$ cat src/hdl/dbt_defs.vh
`ifndef DBT_DEFS_VH
`define DBT_DEFS_VH

// ==========================================================
// register indices (byte address = index * 4)
`define DBT_IDX_CONTROL        16'hfe18
`define DBT_IDX_PRESCALE       16'hfe19
`define DBT_IDX_LOW_COUNT      16'hfe1a
`define DBT_IDX_HIGH_COUNT     16'hfe1b
`define DBT_IDX_LOW_MATCH      16'hfe1c
`define DBT_IDX_HIGH_MATCH     16'hfe1d
`define DBT_IDX_LSB            2
`define DBT_IDX_MSB            17
`define DBT_IDX_W              16

// ==========================================================
// timer_control fields
`define DBT_CTL_HIGH_RUN       7
`define DBT_CTL_LOW_RUN        6
`define DBT_CTL_CASCADE        5
`define DBT_CTL_PWM            4
`define DBT_CTL_HIGH_FLAG      3
`define DBT_CTL_HIGH_IE        2
`define DBT_CTL_LOW_FLAG       1
`define DBT_CTL_LOW_IE         0

// ==========================================================
// timer_prescale_config fields
`define DBT_PRE_HIGH_EN        7
`define DBT_PRE_HIGH_CODE      6:4
`define DBT_PRE_LOW_EN         3
`define DBT_PRE_LOW_CODE       2:0

// ==========================================================
// reset values and constants
`define DBT_RST_BYTE           8'h00
`define DBT_BYTE_ALL_ONES      8'hff
`define DBT_DIV_ONE            9'h001
`define DBT_DIV_BASE           9'h002

// ==========================================================
// modes {cascade_select, pwm_select}
`define DBT_MODE_SPLIT_TIMER   2'h0
`define DBT_MODE_DUAL_PWM      2'h1
`define DBT_MODE_CASCADE       2'h2
`define DBT_MODE_CASCADE_PWM   2'h3

// ==========================================================
// axi4-lite responses
`define DBT_RESP_OKAY          2'h0
`define DBT_RESP_SLVERR        2'h2

`endif

$ cat src/hdl/dbt_byte_timer.v
`timescale 1ns/10ps
`include "dbt_defs.vh"

module dbt_byte_timer (
  input  wire       aclk,
  input  wire       aresetn,
  input  wire       run,
  input  wire       tick,
  input  wire       presc_en,
  input  wire [2:0] presc_code,
  input  wire [7:0] match_data,
  input  wire       clear_on_match,
  input  wire       pwm_mode,
  output reg  [7:0] count_reg,
  output wire       match_pulse,
  output wire       zero_pulse,
  output wire       overflow_pulse,
  output reg        wave_reg
);

  // ==========================================================
  // prescaler
  reg  [7:0] presc_reg;
  reg  [7:0] buf_reg;
  wire [8:0] div_count;
  wire       presc_done;
  wire       count_clear;

  function [8:0] dbt_div_count;
    input       en;
    input [2:0] code;
    begin
      if (en)
        dbt_div_count = `DBT_DIV_BASE << code;
      else
        dbt_div_count = `DBT_DIV_ONE;
    end
  endfunction

  assign div_count      = dbt_div_count(presc_en, presc_code);
  assign presc_done     = run & tick & ({1'b0, presc_reg} == div_count - `DBT_DIV_ONE);
  assign match_pulse    = presc_done & (count_reg == buf_reg);
  assign count_clear    = match_pulse & clear_on_match;
  assign overflow_pulse = presc_done & (count_reg == `DBT_BYTE_ALL_ONES) & ~count_clear;
  assign zero_pulse     = count_clear | overflow_pulse;

  always @(posedge aclk)
  begin
    if (!aresetn)
      presc_reg <= `DBT_RST_BYTE;
    else if (!run || count_clear || presc_done)
      presc_reg <= `DBT_RST_BYTE;
    else if (tick)
      presc_reg <= presc_reg + 8'h01;
  end

  // ==========================================================
  // counter and match buffer
  always @(posedge aclk)
  begin
    if (!aresetn)
      count_reg <= `DBT_RST_BYTE;
    else if (!run || count_clear)
      count_reg <= `DBT_RST_BYTE;
    else if (presc_done)
      count_reg <= count_reg + 8'h01;
  end

  always @(posedge aclk)
  begin
    if (!aresetn)
      buf_reg <= `DBT_RST_BYTE;
    else if (!run || zero_pulse)
      buf_reg <= match_data;
  end

  // ==========================================================
  // wave output
  always @(posedge aclk)
  begin
    if (!aresetn)
      wave_reg <= 1'b1;
    else if (!run)
      wave_reg <= 1'b1;
    else if (match_data == `DBT_BYTE_ALL_ONES)
      wave_reg <= 1'b0;
    else if (pwm_mode)
    begin
      if (match_pulse)
        wave_reg <= 1'b1;
      else if (overflow_pulse)
        wave_reg <= 1'b0;
    end
    else if (match_pulse)
      wave_reg <= ~wave_reg;
  end

endmodule

$ cat src/hdl/dbt_timer_top.v
// Register access over AXI4-Lite was decided locally.
`timescale 1ns/10ps
`include "dbt_defs.vh"

module dbt_timer_top (
  input  wire        aclk,
  input  wire        aresetn,
  input  wire [31:0] s_axi_awaddr,
  input  wire [2:0]  s_axi_awprot,
  input  wire        s_axi_awvalid,
  output reg         s_axi_awready,
  input  wire [31:0] s_axi_wdata,
  input  wire [3:0]  s_axi_wstrb,
  input  wire        s_axi_wvalid,
  output reg         s_axi_wready,
  output reg  [1:0]  s_axi_bresp,
  output reg         s_axi_bvalid,
  input  wire        s_axi_bready,
  input  wire [31:0] s_axi_araddr,
  input  wire [2:0]  s_axi_arprot,
  input  wire        s_axi_arvalid,
  output reg         s_axi_arready,
  output reg  [31:0] s_axi_rdata,
  output reg  [1:0]  s_axi_rresp,
  output reg         s_axi_rvalid,
  input  wire        s_axi_rready,
  input  wire        event_input_pin,
  input  wire        event_select,
  output wire        low_wave_out,
  output wire        high_wave_out,
  output reg         irq_req
);

  // ==========================================================
  // register decode
  function [2:0] dbt_decode;
    input [31:0] addr;
    reg   [`DBT_IDX_W-1:0] idx;
    begin
      idx = addr[`DBT_IDX_MSB:`DBT_IDX_LSB];
      if (addr[31:`DBT_IDX_MSB+1] != 14'h0000)
        dbt_decode = 3'h7;
      else if (idx == `DBT_IDX_CONTROL)
        dbt_decode = 3'h0;
      else if (idx == `DBT_IDX_PRESCALE)
        dbt_decode = 3'h1;
      else if (idx == `DBT_IDX_LOW_COUNT)
        dbt_decode = 3'h2;
      else if (idx == `DBT_IDX_HIGH_COUNT)
        dbt_decode = 3'h3;
      else if (idx == `DBT_IDX_LOW_MATCH)
        dbt_decode = 3'h4;
      else if (idx == `DBT_IDX_HIGH_MATCH)
        dbt_decode = 3'h5;
      else
        dbt_decode = 3'h7;
    end
  endfunction

  localparam [2:0] SEL_CONTROL  = 3'h0;
  localparam [2:0] SEL_PRESCALE = 3'h1;
  localparam [2:0] SEL_LOW_CNT  = 3'h2;
  localparam [2:0] SEL_HIGH_CNT = 3'h3;
  localparam [2:0] SEL_LOW_MAT  = 3'h4;
  localparam [2:0] SEL_HIGH_MAT = 3'h5;
  localparam [2:0] SEL_NONE     = 3'h7;

  // ==========================================================
  // registers
  reg  [7:0]  control_reg;
  reg  [7:0]  prescale_reg;
  reg  [7:0]  low_match_data_reg;
  reg  [7:0]  high_match_data_reg;
  reg  [7:0]  control_next;
  reg         aw_held_reg;
  reg  [31:0] aw_addr_reg;
  reg         w_held_reg;
  reg  [31:0] w_data_reg;
  reg  [3:0]  w_strb_reg;
  wire        low_run;
  wire        high_run;
  wire        cascade_select;
  wire        pwm_select;
  wire [1:0]  mode;
  wire [7:0]  low_counter;
  wire [7:0]  high_counter;
  wire        low_match;
  wire        low_zero;
  wire        low_overflow;
  wire        high_match;
  wire        high_zero;
  wire        high_overflow;
  wire        do_write;
  wire [2:0]  wr_sel;
  wire [2:0]  rd_sel;
  wire        wr_lane0;
  reg         div2_reg;
  reg         event_prev_reg;
  wire        event_edge;
  wire        div2_tick;
  reg         low_tick;
  reg         high_tick;
  reg         low_clear_on_match;
  reg         high_clear_on_match;
  reg         high_pwm_mode;
  assign low_run        = control_reg[`DBT_CTL_LOW_RUN];
  assign high_run       = control_reg[`DBT_CTL_HIGH_RUN];
  assign cascade_select = control_reg[`DBT_CTL_CASCADE];
  assign pwm_select     = control_reg[`DBT_CTL_PWM];
  assign mode           = {cascade_select, pwm_select};

  // ==========================================================
  // clock sources: two-cycle enable and event edges
  always @(posedge aclk)
  begin
    if (!aresetn)
    begin
      div2_reg       <= 1'b0;
      event_prev_reg <= 1'b0;
    end
    else
    begin
      div2_reg       <= ~div2_reg;
      event_prev_reg <= event_input_pin;
    end
  end

  // a rising edge of the pin is one event; the pin is taken as already synchronous
  assign event_edge = event_input_pin & ~event_prev_reg;
  assign div2_tick  = div2_reg;

  // ==========================================================
  // mode steering
  always @*
  begin
    low_tick            = 1'b0;
    high_tick           = 1'b0;
    low_clear_on_match  = 1'b1;
    high_clear_on_match = 1'b1;
    high_pwm_mode       = 1'b0;
    case (mode)
      `DBT_MODE_SPLIT_TIMER:
      begin
        low_tick  = event_select ? event_edge : div2_tick;
        high_tick = div2_tick;
      end
      `DBT_MODE_DUAL_PWM:
      begin
        // an event selection here is ignored; software must avoid it
        low_tick            = 1'b1;
        high_tick           = 1'b1;
        low_clear_on_match  = 1'b0;
        high_clear_on_match = 1'b0;
        high_pwm_mode       = 1'b1;
      end
      `DBT_MODE_CASCADE:
      begin
        low_tick  = event_select ? event_edge : div2_tick;
        high_tick = low_match;
      end
      `DBT_MODE_CASCADE_PWM:
      begin
        low_tick           = 1'b1;
        high_tick          = low_overflow;
        low_clear_on_match = 1'b0;
      end
      default:
        low_tick = 1'b0;
    endcase
  end

  // ==========================================================
  // byte counters
  dbt_byte_timer u_low (
    .aclk           (aclk),
    .aresetn        (aresetn),
    .run            (low_run),
    .tick           (low_tick),
    .presc_en       (prescale_reg[`DBT_PRE_LOW_EN]),
    .presc_code     (prescale_reg[`DBT_PRE_LOW_CODE]),
    .match_data     (low_match_data_reg),
    .clear_on_match (low_clear_on_match),
    .pwm_mode       (pwm_select),
    .count_reg      (low_counter),
    .match_pulse    (low_match),
    .zero_pulse     (low_zero),
    .overflow_pulse (low_overflow),
    .wave_reg       (low_wave_out)
  );

  // high wave toggles whenever cascaded, even in mode 3
  dbt_byte_timer u_high (
    .aclk           (aclk),
    .aresetn        (aresetn),
    .run            (high_run),
    .tick           (high_tick),
    .presc_en       (prescale_reg[`DBT_PRE_HIGH_EN]),
    .presc_code     (prescale_reg[`DBT_PRE_HIGH_CODE]),
    .match_data     (high_match_data_reg),
    .clear_on_match (high_clear_on_match),
    .pwm_mode       (high_pwm_mode),
    .count_reg      (high_counter),
    .match_pulse    (high_match),
    .zero_pulse     (high_zero),
    .overflow_pulse (high_overflow),
    .wave_reg       (high_wave_out)
  );

  // ==========================================================
  // axi4-lite write channel
  assign do_write = aw_held_reg & w_held_reg & ~s_axi_bvalid;
  assign wr_sel   = dbt_decode(aw_addr_reg);
  assign wr_lane0 = w_strb_reg[0];

  always @(posedge aclk)
  begin
    if (!aresetn)
    begin
      aw_held_reg   <= 1'b0;
      aw_addr_reg   <= 32'h0000_0000;
      w_held_reg    <= 1'b0;
      w_data_reg    <= 32'h0000_0000;
      w_strb_reg    <= 4'h0;
      s_axi_awready <= 1'b0;
      s_axi_wready  <= 1'b0;
      s_axi_bvalid  <= 1'b0;
      s_axi_bresp   <= `DBT_RESP_OKAY;
    end
    else
    begin
      s_axi_awready <= ~aw_held_reg & ~s_axi_awready & s_axi_awvalid;
      s_axi_wready  <= ~w_held_reg & ~s_axi_wready & s_axi_wvalid;
      if (s_axi_awvalid && s_axi_awready)
      begin
        aw_held_reg <= 1'b1;
        aw_addr_reg <= s_axi_awaddr;
      end
      if (s_axi_wvalid && s_axi_wready)
      begin
        w_held_reg <= 1'b1;
        w_data_reg <= s_axi_wdata;
        w_strb_reg <= s_axi_wstrb;
      end
      if (do_write)
      begin
        aw_held_reg  <= 1'b0;
        w_held_reg   <= 1'b0;
        s_axi_bvalid <= 1'b1;
        s_axi_bresp  <= (wr_sel == SEL_NONE) ? `DBT_RESP_SLVERR : `DBT_RESP_OKAY;
      end
      else if (s_axi_bvalid && s_axi_bready)
        s_axi_bvalid <= 1'b0;
    end
  end

  // ==========================================================
  // control register: flags set by hardware win over a software clear
  always @*
  begin
    control_next = control_reg;
    if (do_write && wr_lane0 && wr_sel == SEL_CONTROL)
    begin
      control_next = w_data_reg[7:0];
      // writing 1 to a flag leaves it as it is; only 0 clears it
      control_next[`DBT_CTL_HIGH_FLAG] = control_reg[`DBT_CTL_HIGH_FLAG] & w_data_reg[`DBT_CTL_HIGH_FLAG];
      control_next[`DBT_CTL_LOW_FLAG]  = control_reg[`DBT_CTL_LOW_FLAG] & w_data_reg[`DBT_CTL_LOW_FLAG];
    end
    if (low_zero)
      control_next[`DBT_CTL_LOW_FLAG] = 1'b1;
    if (high_zero)
      control_next[`DBT_CTL_HIGH_FLAG] = 1'b1;
  end

  always @(posedge aclk)
  begin
    if (!aresetn)
    begin
      control_reg         <= `DBT_RST_BYTE;
      prescale_reg        <= `DBT_RST_BYTE;
      low_match_data_reg  <= `DBT_RST_BYTE;
      high_match_data_reg <= `DBT_RST_BYTE;
    end
    else
    begin
      control_reg <= control_next;
      if (do_write && wr_lane0 && wr_sel == SEL_PRESCALE)
        prescale_reg <= w_data_reg[7:0];
      if (do_write && wr_lane0 && wr_sel == SEL_LOW_MAT)
        low_match_data_reg <= w_data_reg[7:0];
      if (do_write && wr_lane0 && wr_sel == SEL_HIGH_MAT)
        high_match_data_reg <= w_data_reg[7:0];
    end
  end

  // ==========================================================
  // interrupt request
  always @(posedge aclk)
  begin
    if (!aresetn)
      irq_req <= 1'b0;
    else
      irq_req <= (control_next[`DBT_CTL_LOW_FLAG] & control_next[`DBT_CTL_LOW_IE]) |
                 (control_next[`DBT_CTL_HIGH_FLAG] & control_next[`DBT_CTL_HIGH_IE]);
  end

  // ==========================================================
  // axi4-lite read channel
  assign rd_sel = dbt_decode(s_axi_araddr);

  always @(posedge aclk)
  begin
    if (!aresetn)
    begin
      s_axi_arready <= 1'b0;
      s_axi_rvalid  <= 1'b0;
      s_axi_rdata   <= 32'h0000_0000;
      s_axi_rresp   <= `DBT_RESP_OKAY;
    end
    else
    begin
      s_axi_arready <= ~s_axi_arready & ~s_axi_rvalid & s_axi_arvalid;
      if (s_axi_arvalid && s_axi_arready)
      begin
        s_axi_rvalid <= 1'b1;
        s_axi_rresp  <= `DBT_RESP_OKAY;
        case (rd_sel)
          SEL_CONTROL:  s_axi_rdata <= {24'h000000, control_reg};
          SEL_PRESCALE: s_axi_rdata <= {24'h000000, prescale_reg};
          SEL_LOW_CNT:  s_axi_rdata <= {24'h000000, low_counter};
          SEL_HIGH_CNT: s_axi_rdata <= {24'h000000, high_counter};
          SEL_LOW_MAT:  s_axi_rdata <= {24'h000000, low_match_data_reg};
          SEL_HIGH_MAT: s_axi_rdata <= {24'h000000, high_match_data_reg};
          default:
          begin
            s_axi_rdata <= 32'h0000_0000;
            s_axi_rresp <= `DBT_RESP_SLVERR;
          end
        endcase
      end
      else if (s_axi_rvalid && s_axi_rready)
        s_axi_rvalid <= 1'b0;
    end
  end

endmodule

$ cat config.mk
export PLATFORM = sky130hd
export DESIGN_NAME = dbt_timer_top
export DESIGN_NICKNAME = d
export VERILOG_FILES = /design/src/hdl/dbt_byte_timer.v /design/src/hdl/dbt_timer_top.v
export VERILOG_INCLUDE_DIRS = /design/src /design/src/hdl
export SDC_FILE = /design/constraint.sdc
export NUM_CORES = 1
export LEC_CHECK = 0
export BUFFER_PORTS_ARGS = -buffer_cell sky130_fd_sc_hd__buf_2
export CAP_MARGIN = 5
export CORE_MARGIN = 10
export CORE_UTILIZATION = 25
export CTS_CLUSTER_DIAMETER = 40
export DETAILED_ROUTE_END_ITERATION = 10
export GPL_ROUTABILITY_DRIVEN = 0
export PLACE_DENSITY_LB_ADDON = 0.05
export SLEW_MARGIN = 20
export SYNTH_ARGS = -nofsm -noshare
export SYNTH_HDL_FRONTEND = slang
export SYNTH_SLANG_ARGS = --single-unit
$ cat constraint.sdc
create_clock -name aclk -period 4.7 [get_ports aclk]
set_input_delay 0.47 -clock aclk [delete_from_list [all_inputs] [get_ports aclk]]
set_output_delay 0.47 -clock aclk [all_outputs]
set_load 0.01 [all_outputs]
-- Yosys cells after proc, flatten, opt, wreduce, memory -nomap -nowiden
Cells that the tools add are included.
- bits in registers: 169
- input port bits: 115
- output and inout port bits: 44
- word-level logic and storage cells: 194
- $add $sub $neg: 6
- eq/ne operators: 32
- shift operators: 2
- mux-type cells: 42
- bitwise logic cells: 42
- reductions and logical operators: 41
- operators by type and width (kind ; number):
    equality test 16 bit, second input constant ; 12
    one-hot mux 8 bit (6 select lines) ; 1
    adder 8 x 1 -> 8 bit, second input constant ; 4
    equality test 8 bit, second input constant ; 4
    two-way mux 3 bit ; 10
    nonzero test 14 bit ; 2
    AND 1 bit ; 25
    two-way mux 1 bit ; 20
    equality test 8 x 9 -> 1 bit ; 2
    two-way mux 9 bit ; 2
    << shifter 2 x 3 -> 9 bit, first input constant ; 2
    subtractor 9 x 1 -> 9 bit, second input constant ; 2
    equality test 8 bit ; 2
    equality test 3 bit, second input constant ; 5
    NOT 1 bit ; 14
    OR reduction 2 bit ; 7
    two-way mux 2 bit ; 6
    nonzero test 3 bit ; 4
    logical AND 1 bit ; 10
    AND reduction 2 bit ; 4
    equality test 3 x 1 -> 1 bit, second input constant ; 2
    equality test 3 x 2 -> 1 bit, second input constant ; 2
    zero test 3 bit ; 2
    logical OR 1 bit ; 6
    other kinds (10) ; 15

-- Logic depth before layout (Yosys ltp)
Gate-level depths: netlist of run 1.
- word-level depth: 21
- gate-level depth with buffers: 9
- mapped depth without buffers: 7

-- Modules after synthesis
From an unflattened synthesis of run 1, not the netlist that was laid out.
- cells, all modules: 806
- area total of the unflattened synthesis: 7008.0 um2
- by module, submodules not included (module ; times used ; cells each ; area each (um2) ; seq. area each (um2)):
    dbt_timer_top ; 1 ; 467 ; 4116.4 ; 1821.7
    dbt_byte_timer at u_high ; 1 ; 169 ; 1457.6 ; 500.5
    dbt_byte_timer at u_low ; 1 ; 170 ; 1433.9 ; 500.5

-- Worst setup path after synthesis of run 1
No wires, ideal clock.
- kind: reg2reg
- start: reg u_low.presc_reg[2]
- end: reg u_high.count_reg[3]
- library setup time: 117 ps
- arrival: 2332 ps
- path slack: 2251 ps
- stages on the path, launching flop included: 10
- cell sequence: dfxtp_1 clkbuf_1 or4_1 nor3_1 a31oi_1 o41a_1 nor4_4 buf_6 o21ai_0 a32o_1
- word-level cells in the longest chain between the ends: 13
- ends and longest elaborated chain (what ; RTL line ; RTL):
    from (decl) ; dbt_byte_timer.v:23 ; reg [7:0] presc_reg;
    from (signal assigned) ; dbt_byte_timer.v:50 ; presc_reg <= `DBT_RST_BYTE;
    from (signal assigned) ; dbt_byte_timer.v:52 ; presc_reg <= `DBT_RST_BYTE;
    from (signal assigned) ; dbt_byte_timer.v:54 ; presc_reg <= presc_reg + 8'h01;
    equality test 8 x 9 -> 1 bit (no line) (*) ; -- ;
    AND 1 bit (*) ; dbt_byte_timer.v:41 ; assign presc_done = run & tick & ({1'b0, presc_reg} == div_count - `DBT_DIV_ONE);
    AND 1 bit ; dbt_byte_timer.v:42 ; assign match_pulse = presc_done & (count_reg == buf_reg);
    AND 1 bit ; dbt_byte_timer.v:43 ; assign count_clear = match_pulse & clear_on_match;
    NOT 1 bit ; dbt_byte_timer.v:44 ; assign overflow_pulse = presc_done & (count_reg == `DBT_BYTE_ALL_ONES) & ~count_clear;
    AND 1 bit ; dbt_byte_timer.v:44 ;
    one-hot mux 1 bit (4 select lines) (*) ; dbt_timer_top.v:141 ; case (mode)
    AND 1 bit (*) (2 in series) ; dbt_byte_timer.v:41 ;
    AND 1 bit ; dbt_byte_timer.v:42 ;
    AND 1 bit ; dbt_byte_timer.v:43 ;
    logical OR 1 bit ; dbt_byte_timer.v:63 ; else if (!run || count_clear)
    OR reduction 2 bit (no line) ; -- ;
    to (signal assigned) ; dbt_byte_timer.v:62 ; count_reg <= `DBT_RST_BYTE;
    to (signal assigned) ; dbt_byte_timer.v:64 ; count_reg <= `DBT_RST_BYTE;
    to (signal assigned) ; dbt_byte_timer.v:66 ; count_reg <= count_reg + 8'h01;
    to (decl) ; dbt_byte_timer.v:14 ; output reg [7:0] count_reg,
Mark *: on every way between the ends. The rest lies on a longest branch, timed or not.
A chain may end at the register's enable or synchronous reset.

-- Final worst setup path of run 1
- start: reg u_low.count_reg[2]
- end: reg u_high.buf_reg[2]
- word-level cells in the longest chain between the ends: 14
- ends and longest elaborated chain (what ; RTL line ; RTL):
    from (decl) ; dbt_byte_timer.v:14 ;
    from (signal assigned) ; dbt_byte_timer.v:62 ;
    from (signal assigned) ; dbt_byte_timer.v:64 ;
    from (signal assigned) ; dbt_byte_timer.v:66 ;
    equality test 8 bit ; dbt_byte_timer.v:42 ;
    AND 1 bit ; dbt_byte_timer.v:42 ;
    AND 1 bit ; dbt_byte_timer.v:43 ;
    NOT 1 bit ; dbt_byte_timer.v:44 ;
    AND 1 bit ; dbt_byte_timer.v:44 ;
    one-hot mux 1 bit (4 select lines) (*) ; dbt_timer_top.v:141 ;
    AND 1 bit (*) (2 in series) ; dbt_byte_timer.v:41 ;
    AND 1 bit ; dbt_byte_timer.v:42 ;
    AND 1 bit ; dbt_byte_timer.v:43 ;
    NOT 1 bit ; dbt_byte_timer.v:44 ;
    AND 1 bit ; dbt_byte_timer.v:44 ;
    OR 1 bit (*) ; dbt_byte_timer.v:45 ; assign zero_pulse = count_clear | overflow_pulse;
    logical OR 1 bit (*) ; dbt_byte_timer.v:73 ; else if (!run || zero_pulse)
    to (signal assigned) ; dbt_byte_timer.v:72 ; buf_reg <= `DBT_RST_BYTE;
    to (signal assigned) ; dbt_byte_timer.v:74 ; buf_reg <= match_data;
    to (decl) ; dbt_byte_timer.v:24 ; reg [7:0] buf_reg;
Marked as above.

==> summary.md, run 1 <==
| Metric | Value |
|---|---|
| Initial core utilization | 0.255 |
| Final hold violations | 0 |
| Pin count of the biggest net entering global routing | slightly below 60 |
| Worst Path Max Fanout | 13 |
| Final setup fails | 0 |
| Most used routing layer | met2 |
| Max reg flops | 30 |
| Die area | between 30000 and 40000 um^2 |
| Unique masters post-synth | 59 |
| Post-synth ARST share | 0 |
| Setup crit start kind | flip-flop |
| Commonest cells post-synth | dfxtp_1, nand2_1, mux2i_1 |
| Avg WL per Cell | 17.3 um |
| Syn avg cell area | just under 9 um^2 |
| CTS tree | built |
| Clock Path Buffers | 2 |
| Synth top area cells | dfxtp_1, mux2i_1, nand2_1 |
| Minimum clock period | around 3400 ps |
| GR Layer Usage met1 | 0.158 |
| Finished Core Util | 0.302 |
| Via count | roughly 5600 |
| Pwr Density | around 330 nW/um^2 |
| Total power draw | ~2.7 mW |
| Post-DR vias/cell | around 4.7 |
| Cts hold-fix bufs | 0 |
| # resized after CTS | 0 |
| Setup Fix Bufs, Post-CTS | 0 |
| Worst skew pair latency | 430 ps |
| Synth Register Bits | 141 |
| Net Sw Power | approximately 0.65 mW |
| Worst-Margin Slew | just over 1000 ps |
| Leak | a little over 3 nW |
| Critical Path Max Stage Delay | ~690 ps |
| CP max stage cell | nor4_1 |
| Number of synthesized flops with an enable pin | 0 |
| Fin crit share | 0.729 |
| Crit path kind | flip-flop to flip-flop |
| Most used DFF post-synth | dfxtp_1 |
| Routed Antenna Nets | 0 |
| Die height | approximately 190 um |
| Clock sink total | 141 |
| Most numerous cell in the Yosys netlist | dfxtp_1 |
| Cell Rows | 60 |
| Reg power frac | 0.459 |
| Switching Share | 0.245 |
| Sequential fraction of the synthesis area | 0.412 |
| Max Fclk | between 200 and 300 MHz |
| VDD IR max | approximately 0.00020 V |
| Initial antenna violation count | 0 |
| CTS root buf | clkbuf_16 |
| Num CTS Buffers | 17 |
| Inserted Diodes | 0 |
| Outcome | finished, final reports clean |
| Overall fraction of global-route tracks in use | 0.122 |
| GRT overflow | 0 |
| Clock-pin slew on the worst setup and hold paths | about 60 ps |
| Crit path capture type | flip-flop |
| Cell Area, Placed | ~7600 um^2 |
| Int Pwr | 2.02 mW |
| Chip width | roughly 190 um |
| DR iter-0 viols | 313 |
| H-Tree Depth | 4 |
| Gate power share | 0.048 |
| Max-cap violation count | 0 |
| Final instance area | between 8000 and 9000 um^2 |
| Mapped Area | around 6900 um^2 |
| First-pass GRT wire length | 32.4 mm |
| Worst EP arrival | 3690 ps |
| Nets | 978 |
| Worst hold slack | roughly 270 ps |
| Cell Chain, Critical Path | xor2_1 -> nor4_1 -> nand3_1 -> a32o_1 -> nor4_4 -> a21boi_1 -> mux2i_1 |
| Layout cells sized above 1 | 0.172 |
| Final wirelength | 20.9 mm |
| Pins Over Slew Limit | 0 |
| Crit path max-delay family | simple AND/OR/NAND/NOR gates |
| Synth-to-layout area growth | 18.5% |
| Final routed DRC violation total | 0 |
| IO Port Bufs | 95 |
| RSZ-0062 raised after global routing | false |
| # IOs | roughly 160 |
| Met3 usage | 0.0324 |
| YS warnings | 0 |
| Rel. slew slack | 0.318 |
| TNS Setup | 0 ps |
| CP Buf/Inv Count | 0 |
| Data required, critical path | 4960 ps |
| Hold WC Path Type | primary input to flip-flop |
| Syn Inst Count | a little under 800 |
| Fill cell count | around 2900 |
| Core box area | approximately 27000 um^2 |
| Setup Skew | 16.1 ps |
| Clock power share | 0.493 |
| Synth area leader | dfxtp_1 |
| Yosys top cell area share | 0.412 |
| Vias in the first global route | approximately 5600 |
| First-pass DRT Iterations | 5 |
| Met2 Usage GRT | 0.196 |
| Post-detail-place hpwl | 15.9 mm |
==> power by group through the flow <==
stage / registers, mW / clock network (mW) / logic (mW)
6_report: 1.23 / 1.32 / 0.127
5_1_grt: 1.23 / 1.39 / 0.143
4_1_cts: 1.23 / 1.36 / 0.128
3_5_place_dp: 1.25 / 0 / 0.128
3_3_place_gp: 1.25 / 0 / 0.127
2_1_floorplan: 1.25 / 0 / 0.0854
==> cell families after synthesis <==
logic type                 share of synthesized area
and+or+nand+nor                                0.237
DFF                                            0.412
AOI/OAI and AO/OA                              0.143
buffers and inverters                         0.0575
muxes                                         0.0965
xor gates and xnor gates                      0.0472
adders and majority gates                    0.00730
other                                       0.000547
==> worst paths after layout <==
check                                                startpoint  cells after the start                              to  slack (ps)
worst max-delay path            u_low.count_reg[2]$_SDFFE_PP0P_                      7  u_high.buf_reg[2]$_SDFFE_PN0P_        1270
worst min-delay path                            event_input_pin                      2       event_prev_reg$_SDFF_PN0_         270
worst max register to register  u_low.count_reg[2]$_SDFFE_PP0P_                      7  u_high.buf_reg[2]$_SDFFE_PN0P_        1270
worst min register to register              div2_reg$_SDFF_PN0_                      1             div2_reg$_SDFF_PN0_         410
==> cell type report <==
| class | instances | area [um^2] | share of cell area |
|---|---|---|---|
| clock buffer | 18 | 439 | 0.0540 |
| clock inverter | 14 | 131 | 0.0162 |
| inverter | 8 | 30.0 | 0.00369 |
| multi-input combinational | 589 | 3750 | 0.461 |
| sequential | 141 | 2820 | 0.347 |
| tap | 341 | 427 | 0.0525 |
| timing repair buffer | 102 | 528 | 0.0650 |
==> placed cells by master (no fill, tap or decap), drive strengths merged, types with 4 or more instances in the layout <==
cell / count
nand2: 124
o21ai: 27
mux2i: 56
a32o: 11
o211ai: 8
buf: 102
xor2: 22
or4: 5
a21boi: 43
inv: 13
nand2b: 10
nor2b: 41
nor2: 43
and3: 10
clkinvlp: 4
nor3b: 9
clkbuf: 18
nand4: 21
clkinv: 4
a21oi: 27
and2: 10
ha: 4
nand3: 11
dfxtp: 141
nor3: 9
xnor2: 15
nor4: 10
conb: 26
==> per-layer routing <==
metal  part of all wire  up-vias  wire [um]
li1                   -     2853          -
met1               0.47     2658       9920
met2               0.47      117       9810
met3              0.047       14        989
met4              0.010        0        213
met5                  0        -          0
==> metrics by stage <==
stage / instances / worst slack (ps)
5_1_grt: 1213 / 1000
6_report: 1213 / 1270
3_5_place_dp: 1181 / 1280
4_1_cts: 1213 / 1270
3_3_place_gp: 1181 / 1310
2_1_floorplan: 805 / 2250
==> worst reg2reg max path, stage by stage, from the launching register on <==
cell	delay, ps
dfxtp_1	520
xor2_1	110
nor4_1	690
nand3_1	260
a32o_1	390
nor4_4	580
a21boi_1	500
mux2i_1	220
Note: power is estimated with default switching activity, not from simulation.
==> run 2, diff against run 1 <==
==> constraint.sdc (replaced) <==
create_clock -name aclk -period 2.95 [get_ports aclk]
set_input_delay 0.295 -clock aclk [delete_from_list [all_inputs] [get_ports aclk]]
set_output_delay 0.295 -clock aclk [all_outputs]
set_load 0.01 [all_outputs]
==> run 2 against run 1 <==
Effect of this change: utilization up 0.63 points; count of clock-buffer cells in the layout fell by 1; final cell count grew 1.5%; combinational power grew 64%; routed wire length grew 2.5%; non-clock buffer count grew 18; worst hold slack got worse by 180 ps; sequential power increased by 59%; die area stayed put; critical endpoint is now u_high.count_reg[3]$_SDFFE_PP0P_; highest routed layer unchanged.
==> summary.md, run 2 (same netlist as run 1, synthesis figures left out) <==
| Metric | Value |
|---|---|
| Net Sw Power | 1.15 mW (+76%) |
| Post-DR vias/cell | 4.60 (-1.1%) |
| Clock sink total | 141 (unchanged) |
| Met2 layer wire length in the routed design | 10.0 mm (+2.0%) |
| # IOs | 159 (unchanged) |
| Rel. slew slack | 0.334 (+0.0160) |
| Via count | 5664 (+0.39%) |
| Nets | 996 (+1.8%) |
| Routed Antenna Nets | 0 (unchanged) |
| H-Tree Depth | 4 (unchanged) |
| Critical Path Max Stage Delay | 560 ps (-130 ps) |
| Hold depth | 2 (unchanged) |
| Placed Instances | 1198 (+1.4%) |
| Post-detail-place hpwl | 16.2 mm (+2.2%) |
| Final instance area | 8300 um^2 (+2.1%) |
| Worst EP arrival | 3080 ps (-610 ps) |
| Synth-to-layout area growth | 21.0% |
| Hold WC Path Type | primary input to flip-flop |
| First-pass DRT Iterations | 4 (-1) |
| Final hold violations | 0 (unchanged) |
| Pins Over Slew Limit | 0 (unchanged) |
| TNS Setup | 0 ps (unchanged) |
| Clock power share | 0.499 (+0.006) |
| CTS tree | built |
| Fin crit share | 0.936 (+0.207) |
| VDD IR max | 0.000349 V (+79%) |
| Initial antenna violation count | 0 (unchanged) |
| Clock-pin slew on the worst setup and hold paths | 70 ps (about the same) |
| Most frequent cells in the layout | dfxtp_1, nand2_1, buf_2 |
| Top Layer Used | met4 |
| Setup Skew | 13.2 ps (-2.88 ps) |
| Cell Chain, Critical Path | or4_1 -> mux2i_1 -> a31oi_1 -> o41a_1 -> nor4_4 -> buf_4 -> o21ai_0 -> a32o_1 |
| WL met1 | 10.1 mm (+1.6%) |
| Reg power frac | 0.453 (-0.006) |
| Minimum clock period | 2760 ps (-666 ps) |
| Final setup fails | 0 (unchanged) |
| Max Fclk | 362 MHz (+24%) |
| Gate power share | 0.048 (about the same) |
| Worst skew pair latency | 430 ps (about the same) |
| Setup crit start kind | flip-flop |
| IO Port Bufs | 95 (unchanged) |
| Crit path max-delay family | compound AO/OA/AOI/OAI gates |
| Cell Rows | 60 (unchanged) |
| Worst-Margin Slew | 997 ps (-23.9 ps) |
| First-pass GRT wire length | 33.4 mm (+3.1%) |
| DR iter-0 viols | 222 (-29%) |
| Outcome | finished, final reports clean |
| Post-Layout Cell Count | 1231 (+1.5%) |
| Data required, critical path | 3270 ps (-1690 ps) |
| Core box area | 27000 um^2 (unchanged) |
| Chip width | 186 um (unchanged) |
| Die height | 186 um (unchanged) |
| Final routed DRC violation total | 0 (unchanged) |
| CTS root buf | clkbuf_16 |
| Final wirelength | 21.5 mm (+2.5%) |
| CP max stage cell | or4_1 |
| Most common cell after layout, fill and taps aside | dfxtp_1 |
| RSZ-0062 raised after global routing | false |
| Crit path capture type | flip-flop |
| Overall fraction of global-route tracks in use | 0.126 (+0.00395) |
| Routed wire length on met3 | 1.11 mm (+12%) |
| CP Buf/Inv Count | 1 (+1) |
| Max-cap violation count | 0 (unchanged) |
| Finished Core Util | 0.308 (+0.00627) |
| Die area | 34500 um^2 (unchanged) |
| Avg WL per Cell | 17.4 um (+0.99%) |
| Worst Path Max Fanout | 10 (-3) |
| Int Pwr | 3.16 mW (+57%) |
| Inserted Diodes | 0 (unchanged) |
| Critical Path Stages | 8 (+1) |
| Crit path kind | flip-flop to flip-flop |
| R2r setup slk | 190 ps (-1080 ps) |
| Initial core utilization | 0.255 (unchanged) |
| Layout cells sized above 1 | 0.191 (+0.0190) |
| Vias in the first global route | 5736 (+2.3%) |
| Num CTS Buffers | 17 (unchanged) |
| GRT overflow | 0 (unchanged) |
| Depth of the worst register-to-register path | 8 (+1) |
| Pwr Density | 519 nW/um^2 (+58%) |
| Clock Path Buffers | 2 (unchanged) |
| Leak | 3.17 nW (+3.6%) |
| Cell Area, Placed | 7690 um^2 (+1.8%) |
| Switching Share | 0.266 (+0.0214) |
| Max reg flops | 30 (unchanged) |
| Pin count of the biggest net entering global routing | 76 (+29%) |
-- run 2: cell count changes in the layout (fill, tap and decap cells not counted), sizes merged --
cell / before / now
clkinvlp: 4 / 2
clkinv: 4 / 2
inv: 13 / 19
bufinv: 1 / 0
clkbuf: 18 / 17
buf: 102 / 120
-- run 2: what timing repair did --
| item | CTS | global route |
|---|---|---|
| resized for setup | 0 | 3 |
| hold buffers | 0 | 0 |
| setup endpoints to repair | 0 | 23 |
| setup buffers | 0 | 1 |
-- run 2: through the flow --
step	setup slack [ps]	power [mW]	hold WS, ps
after floorplan	501	2.13	392
after global placement	132	2.20	402
after detailed placement	94.9	2.21	415
after CTS	66.6	4.39	76.0
after global routing	22.3	4.48	80.0
final	189	4.31	88.8
-- run 2: layout make-up --
class,count,area (um^2)
Clock inverter,15,164
Fill cell,2880,18700
Inverter,8,30.0
Tap cell,341,427
Clock buffer,17,425
Sequential cell,141,2820
Timing Repair Buffer,120,676
Multi-Input combinational cell,589,3750
-- run 2: power by group through the flow --
stage	sequential, mW	combinational, mW	clock, mW
floorplan	1.99	0.136	0
global placement	2.00	0.207	0
detailed placement	2.00	0.209	0
CTS	1.95	0.210	2.23
global route	1.96	0.232	2.30
finish	1.95	0.208	2.15
-- run 2: worst reg2reg max path: stages (launching register included) --
cell,delay [ps]
dfxtp_1,350
or4_1,560
mux2i_1,150
a31oi_1,150
o41a_1,550
nor4_4,270
buf_4,230
o21ai_0,110
a32o_1,290
-- run 2: worst paths after layout --
path                                   start                                to
max          u_low.presc_reg[4]$_SDFFE_PP0N_  u_high.count_reg[3]$_SDFFE_PP0P_
max reg2reg  u_low.presc_reg[4]$_SDFFE_PP0N_  u_high.count_reg[3]$_SDFFE_PP0P_
min                          event_input_pin         event_prev_reg$_SDFF_PN0_
min reg2reg              div2_reg$_SDFF_PN0_               div2_reg$_SDFF_PN0_
-- run 2: layer usage --
| metal | GRT usage | up-vias |
|---|---|---|
| li1 | - | 2887 |
| met1 | 0.164 | 2632 |
| met2 | 0.202 | 130 |
| met3 | 0.0300 | 15 |
| met4 | 0.0377 | 0 |
| met5 | 0 | - |
==> run 3, diff against run 2 <==
--- a/config.mk
+++ b/config.mk
@@ -13,7 +13,7 @@
 export CTS_CLUSTER_DIAMETER = 40
 export DETAILED_ROUTE_END_ITERATION = 10
 export GPL_ROUTABILITY_DRIVEN = 0
-export PLACE_DENSITY_LB_ADDON = 0.05
+export PLACE_DENSITY = 0.5
 export SLEW_MARGIN = 20
 export SYNTH_ARGS = -nofsm -noshare
 export SYNTH_HDL_FRONTEND = slang
==> run 3 against run 2 <==
Effect of this change: worst setup slack better by 13 ps; sequential power about the same; flip-flop and latch count unchanged; global-route usage down 1.4 points; critical endpoint is now u_high.count_reg[4]$_SDFFE_PP0P_; largest power group unchanged.
==> summary.md, run 3 (same netlist as run 1, synthesis figures left out) <==
| Metric | Value |
|---|---|
| Cell Chain, Critical Path | or4_1 -> mux2i_1 -> a31oi_1 -> o41a_1 -> nor4_4 -> buf_4 -> o21ai_0 -> a32o_1 |
| First-pass DRT Iterations | 5 (+1) |
| Most frequent cells in the layout | dfxtp_1, nand2_1, buf_2 |
| Max-cap violation count | 0 (unchanged) |
| Pwr Density | 531 nW/um^2 (+2.3%) |
| DR iter-0 viols | 406 (+83%) |
| Synth-to-layout area growth | 20.1% |
| Finished Core Util | 0.306 (-0.00213) |
| Clock Path Buffers | 2 (unchanged) |
| Leak | 3.13 nW (-1.3%) |
| Avg WL per Cell | 15.6 um (-11%) |
| Minimum clock period | 2750 ps (-13.1 ps) |
| Fin crit share | 0.932 (-0.00444) |
| Worst Path Max Fanout | 10 (unchanged) |
| IO Port Bufs | 95 (unchanged) |
| Worst skew pair latency | 420 ps (about the same) |
| RR Startpoint | u_low.presc_reg[4]$_SDFFE_PP0N_ |
| Post-DR vias/cell | 4.59 (-0.34%) |
| CP max stage cell | or4_1 |
| Outcome | finished, final reports clean |
| Setup Fix Bufs, Post-CTS | 0 (unchanged) |
| Die area | 34500 um^2 (unchanged) |
| Clock-pin slew on the worst setup and hold paths | 60 ps (about the same) |
| Clock sink total | 141 (unchanged) |
| Layout cells sized above 1 | 0.179 (-0.0117) |
| Max reg flops | 30 (unchanged) |
| Worst EP arrival | 3060 ps (-20 ps) |
| # resized after CTS | 0 (unchanged) |
| Final hold violations | 0 (unchanged) |
| TNS Setup | 0 ps (unchanged) |
| Final wirelength | 19.0 mm (-11%) |
| VDD IR max | 0.000311 V (-11%) |
| Max Fclk | 364 MHz (+0.48%) |
| CTS root buf | clkbuf_16 |
| Num CTS Buffers | 17 (unchanged) |
| Vias in the first global route | 5508 (-4.0%) |
| Cell Rows | 60 (unchanged) |
| Pins Over Slew Limit | 0 (unchanged) |
| RSZ-0062 raised after global routing | false |
| First-pass GRT wire length | 30.5 mm (-8.7%) |
| Initial antenna violation count | 1 (+1) |
| Most common cell after layout, fill and taps aside | dfxtp_1 |
| Hold_sp | event_input_pin |
| Via count | 5608 (-0.99%) |
| Initial core utilization | 0.255 (unchanged) |
| Final setup fails | 0 (unchanged) |
| Nets | 987 (-0.90%) |
| Rel. slew slack | 0.311 (-0.0228) |
| Total power draw | 4.38 mW (+1.6%) |
| Post-detail-place hpwl | 14.2 mm (-13%) |
| Setup crit start kind | flip-flop |
| CTS tree | built |
| Data required, critical path | 3270 ps (about the same) |
| Setup Skew | 11.9 ps (-1.30 ps) |
| Core box area | 27000 um^2 (unchanged) |
| # IOs | 159 (unchanged) |
| Crit path capture type | flip-flop |
| Critical Path Max Stage Delay | 550 ps (about the same) |
| H-Tree Depth | 4 (unchanged) |
| Overall fraction of global-route tracks in use | 0.112 (-0.0142) |
| Worst hold slack | 106 ps (+17.1 ps) |
| Cts hold-fix bufs | 0 (unchanged) |
| Worst-Margin Slew | 1030 ps (+33.9 ps) |
| GRT overflow | 0 (unchanged) |
| Hold WC Path Type | primary input to flip-flop |
| Crit path kind | flip-flop to flip-flop |
| Routed Antenna Nets | 0 (unchanged) |
| Chip width | 186 um (unchanged) |
| Final routed DRC violation total | 0 (unchanged) |
| Die height | 186 um (unchanged) |
| Pin count of the biggest net entering global routing | 102 (+34%) |
| Crit path launch | u_low.presc_reg[4]$_SDFFE_PP0N_ |
[run 3: per-stage QoR]
step,instance area [um^2],cells,worst slack (ps)
final,8240,1223,202
after global routing,8240,1222,0.0155
after floorplan,6950,805,501
after detailed placement,7630,1190,205
after global placement,7630,1190,177
after CTS,8240,1222,187
[run 3: per-layer routing]
metal,up-vias,GRT usage,part of all wire
met3,10,0.0353,0.062
met5,-,0,0
met1,2620,0.151,0.49
met2,116,0.167,0.44
met4,0,0.0306,0.0085
li1,2862,-,-
[run 3: area by class of cell]
| cell class | instances | area, um^2 |
|---|---|---|
| inverters | 8 | 30.0 |
| repair buffers | 111 | 608 |
| well taps | 341 | 427 |
| fillers | 2846 | 18700 |
| multi-input cells | 589 | 3740 |
| clock inverters | 14 | 168 |
| diodes | 1 | 2.50 |
| clock buffers | 18 | 439 |
| flip-flops and latches | 141 | 2820 |
[run 3: worst max-delay path: cells and delay by family (launching register included)]
kind | cells | cell delay, ps
and+or+nand+nor | 2 | 930
DFF | 1 | 340
buffers and inverters | 1 | 240
muxes | 1 | 150
AOI/OAI and AO/OA | 4 | 990
[run 3: power breakdown]
group          switching, mW  total (mW)  internal [mW]
clock                  0.872        2.22           1.35
combinational          0.112       0.202         0.0899
sequential            0.0206        1.95           1.93
[run 3: worst paths after layout]
check	endpoint	slack [ps]	cells past startpoint
max reg2reg	u_high.count_reg[4]$_SDFFE_PP0P_	200	8
min reg2reg	div2_reg$_SDFF_PN0_	410	1
max	u_high.count_reg[4]$_SDFFE_PP0P_	200	8
min	event_prev_reg$_SDFF_PN0_	110	2
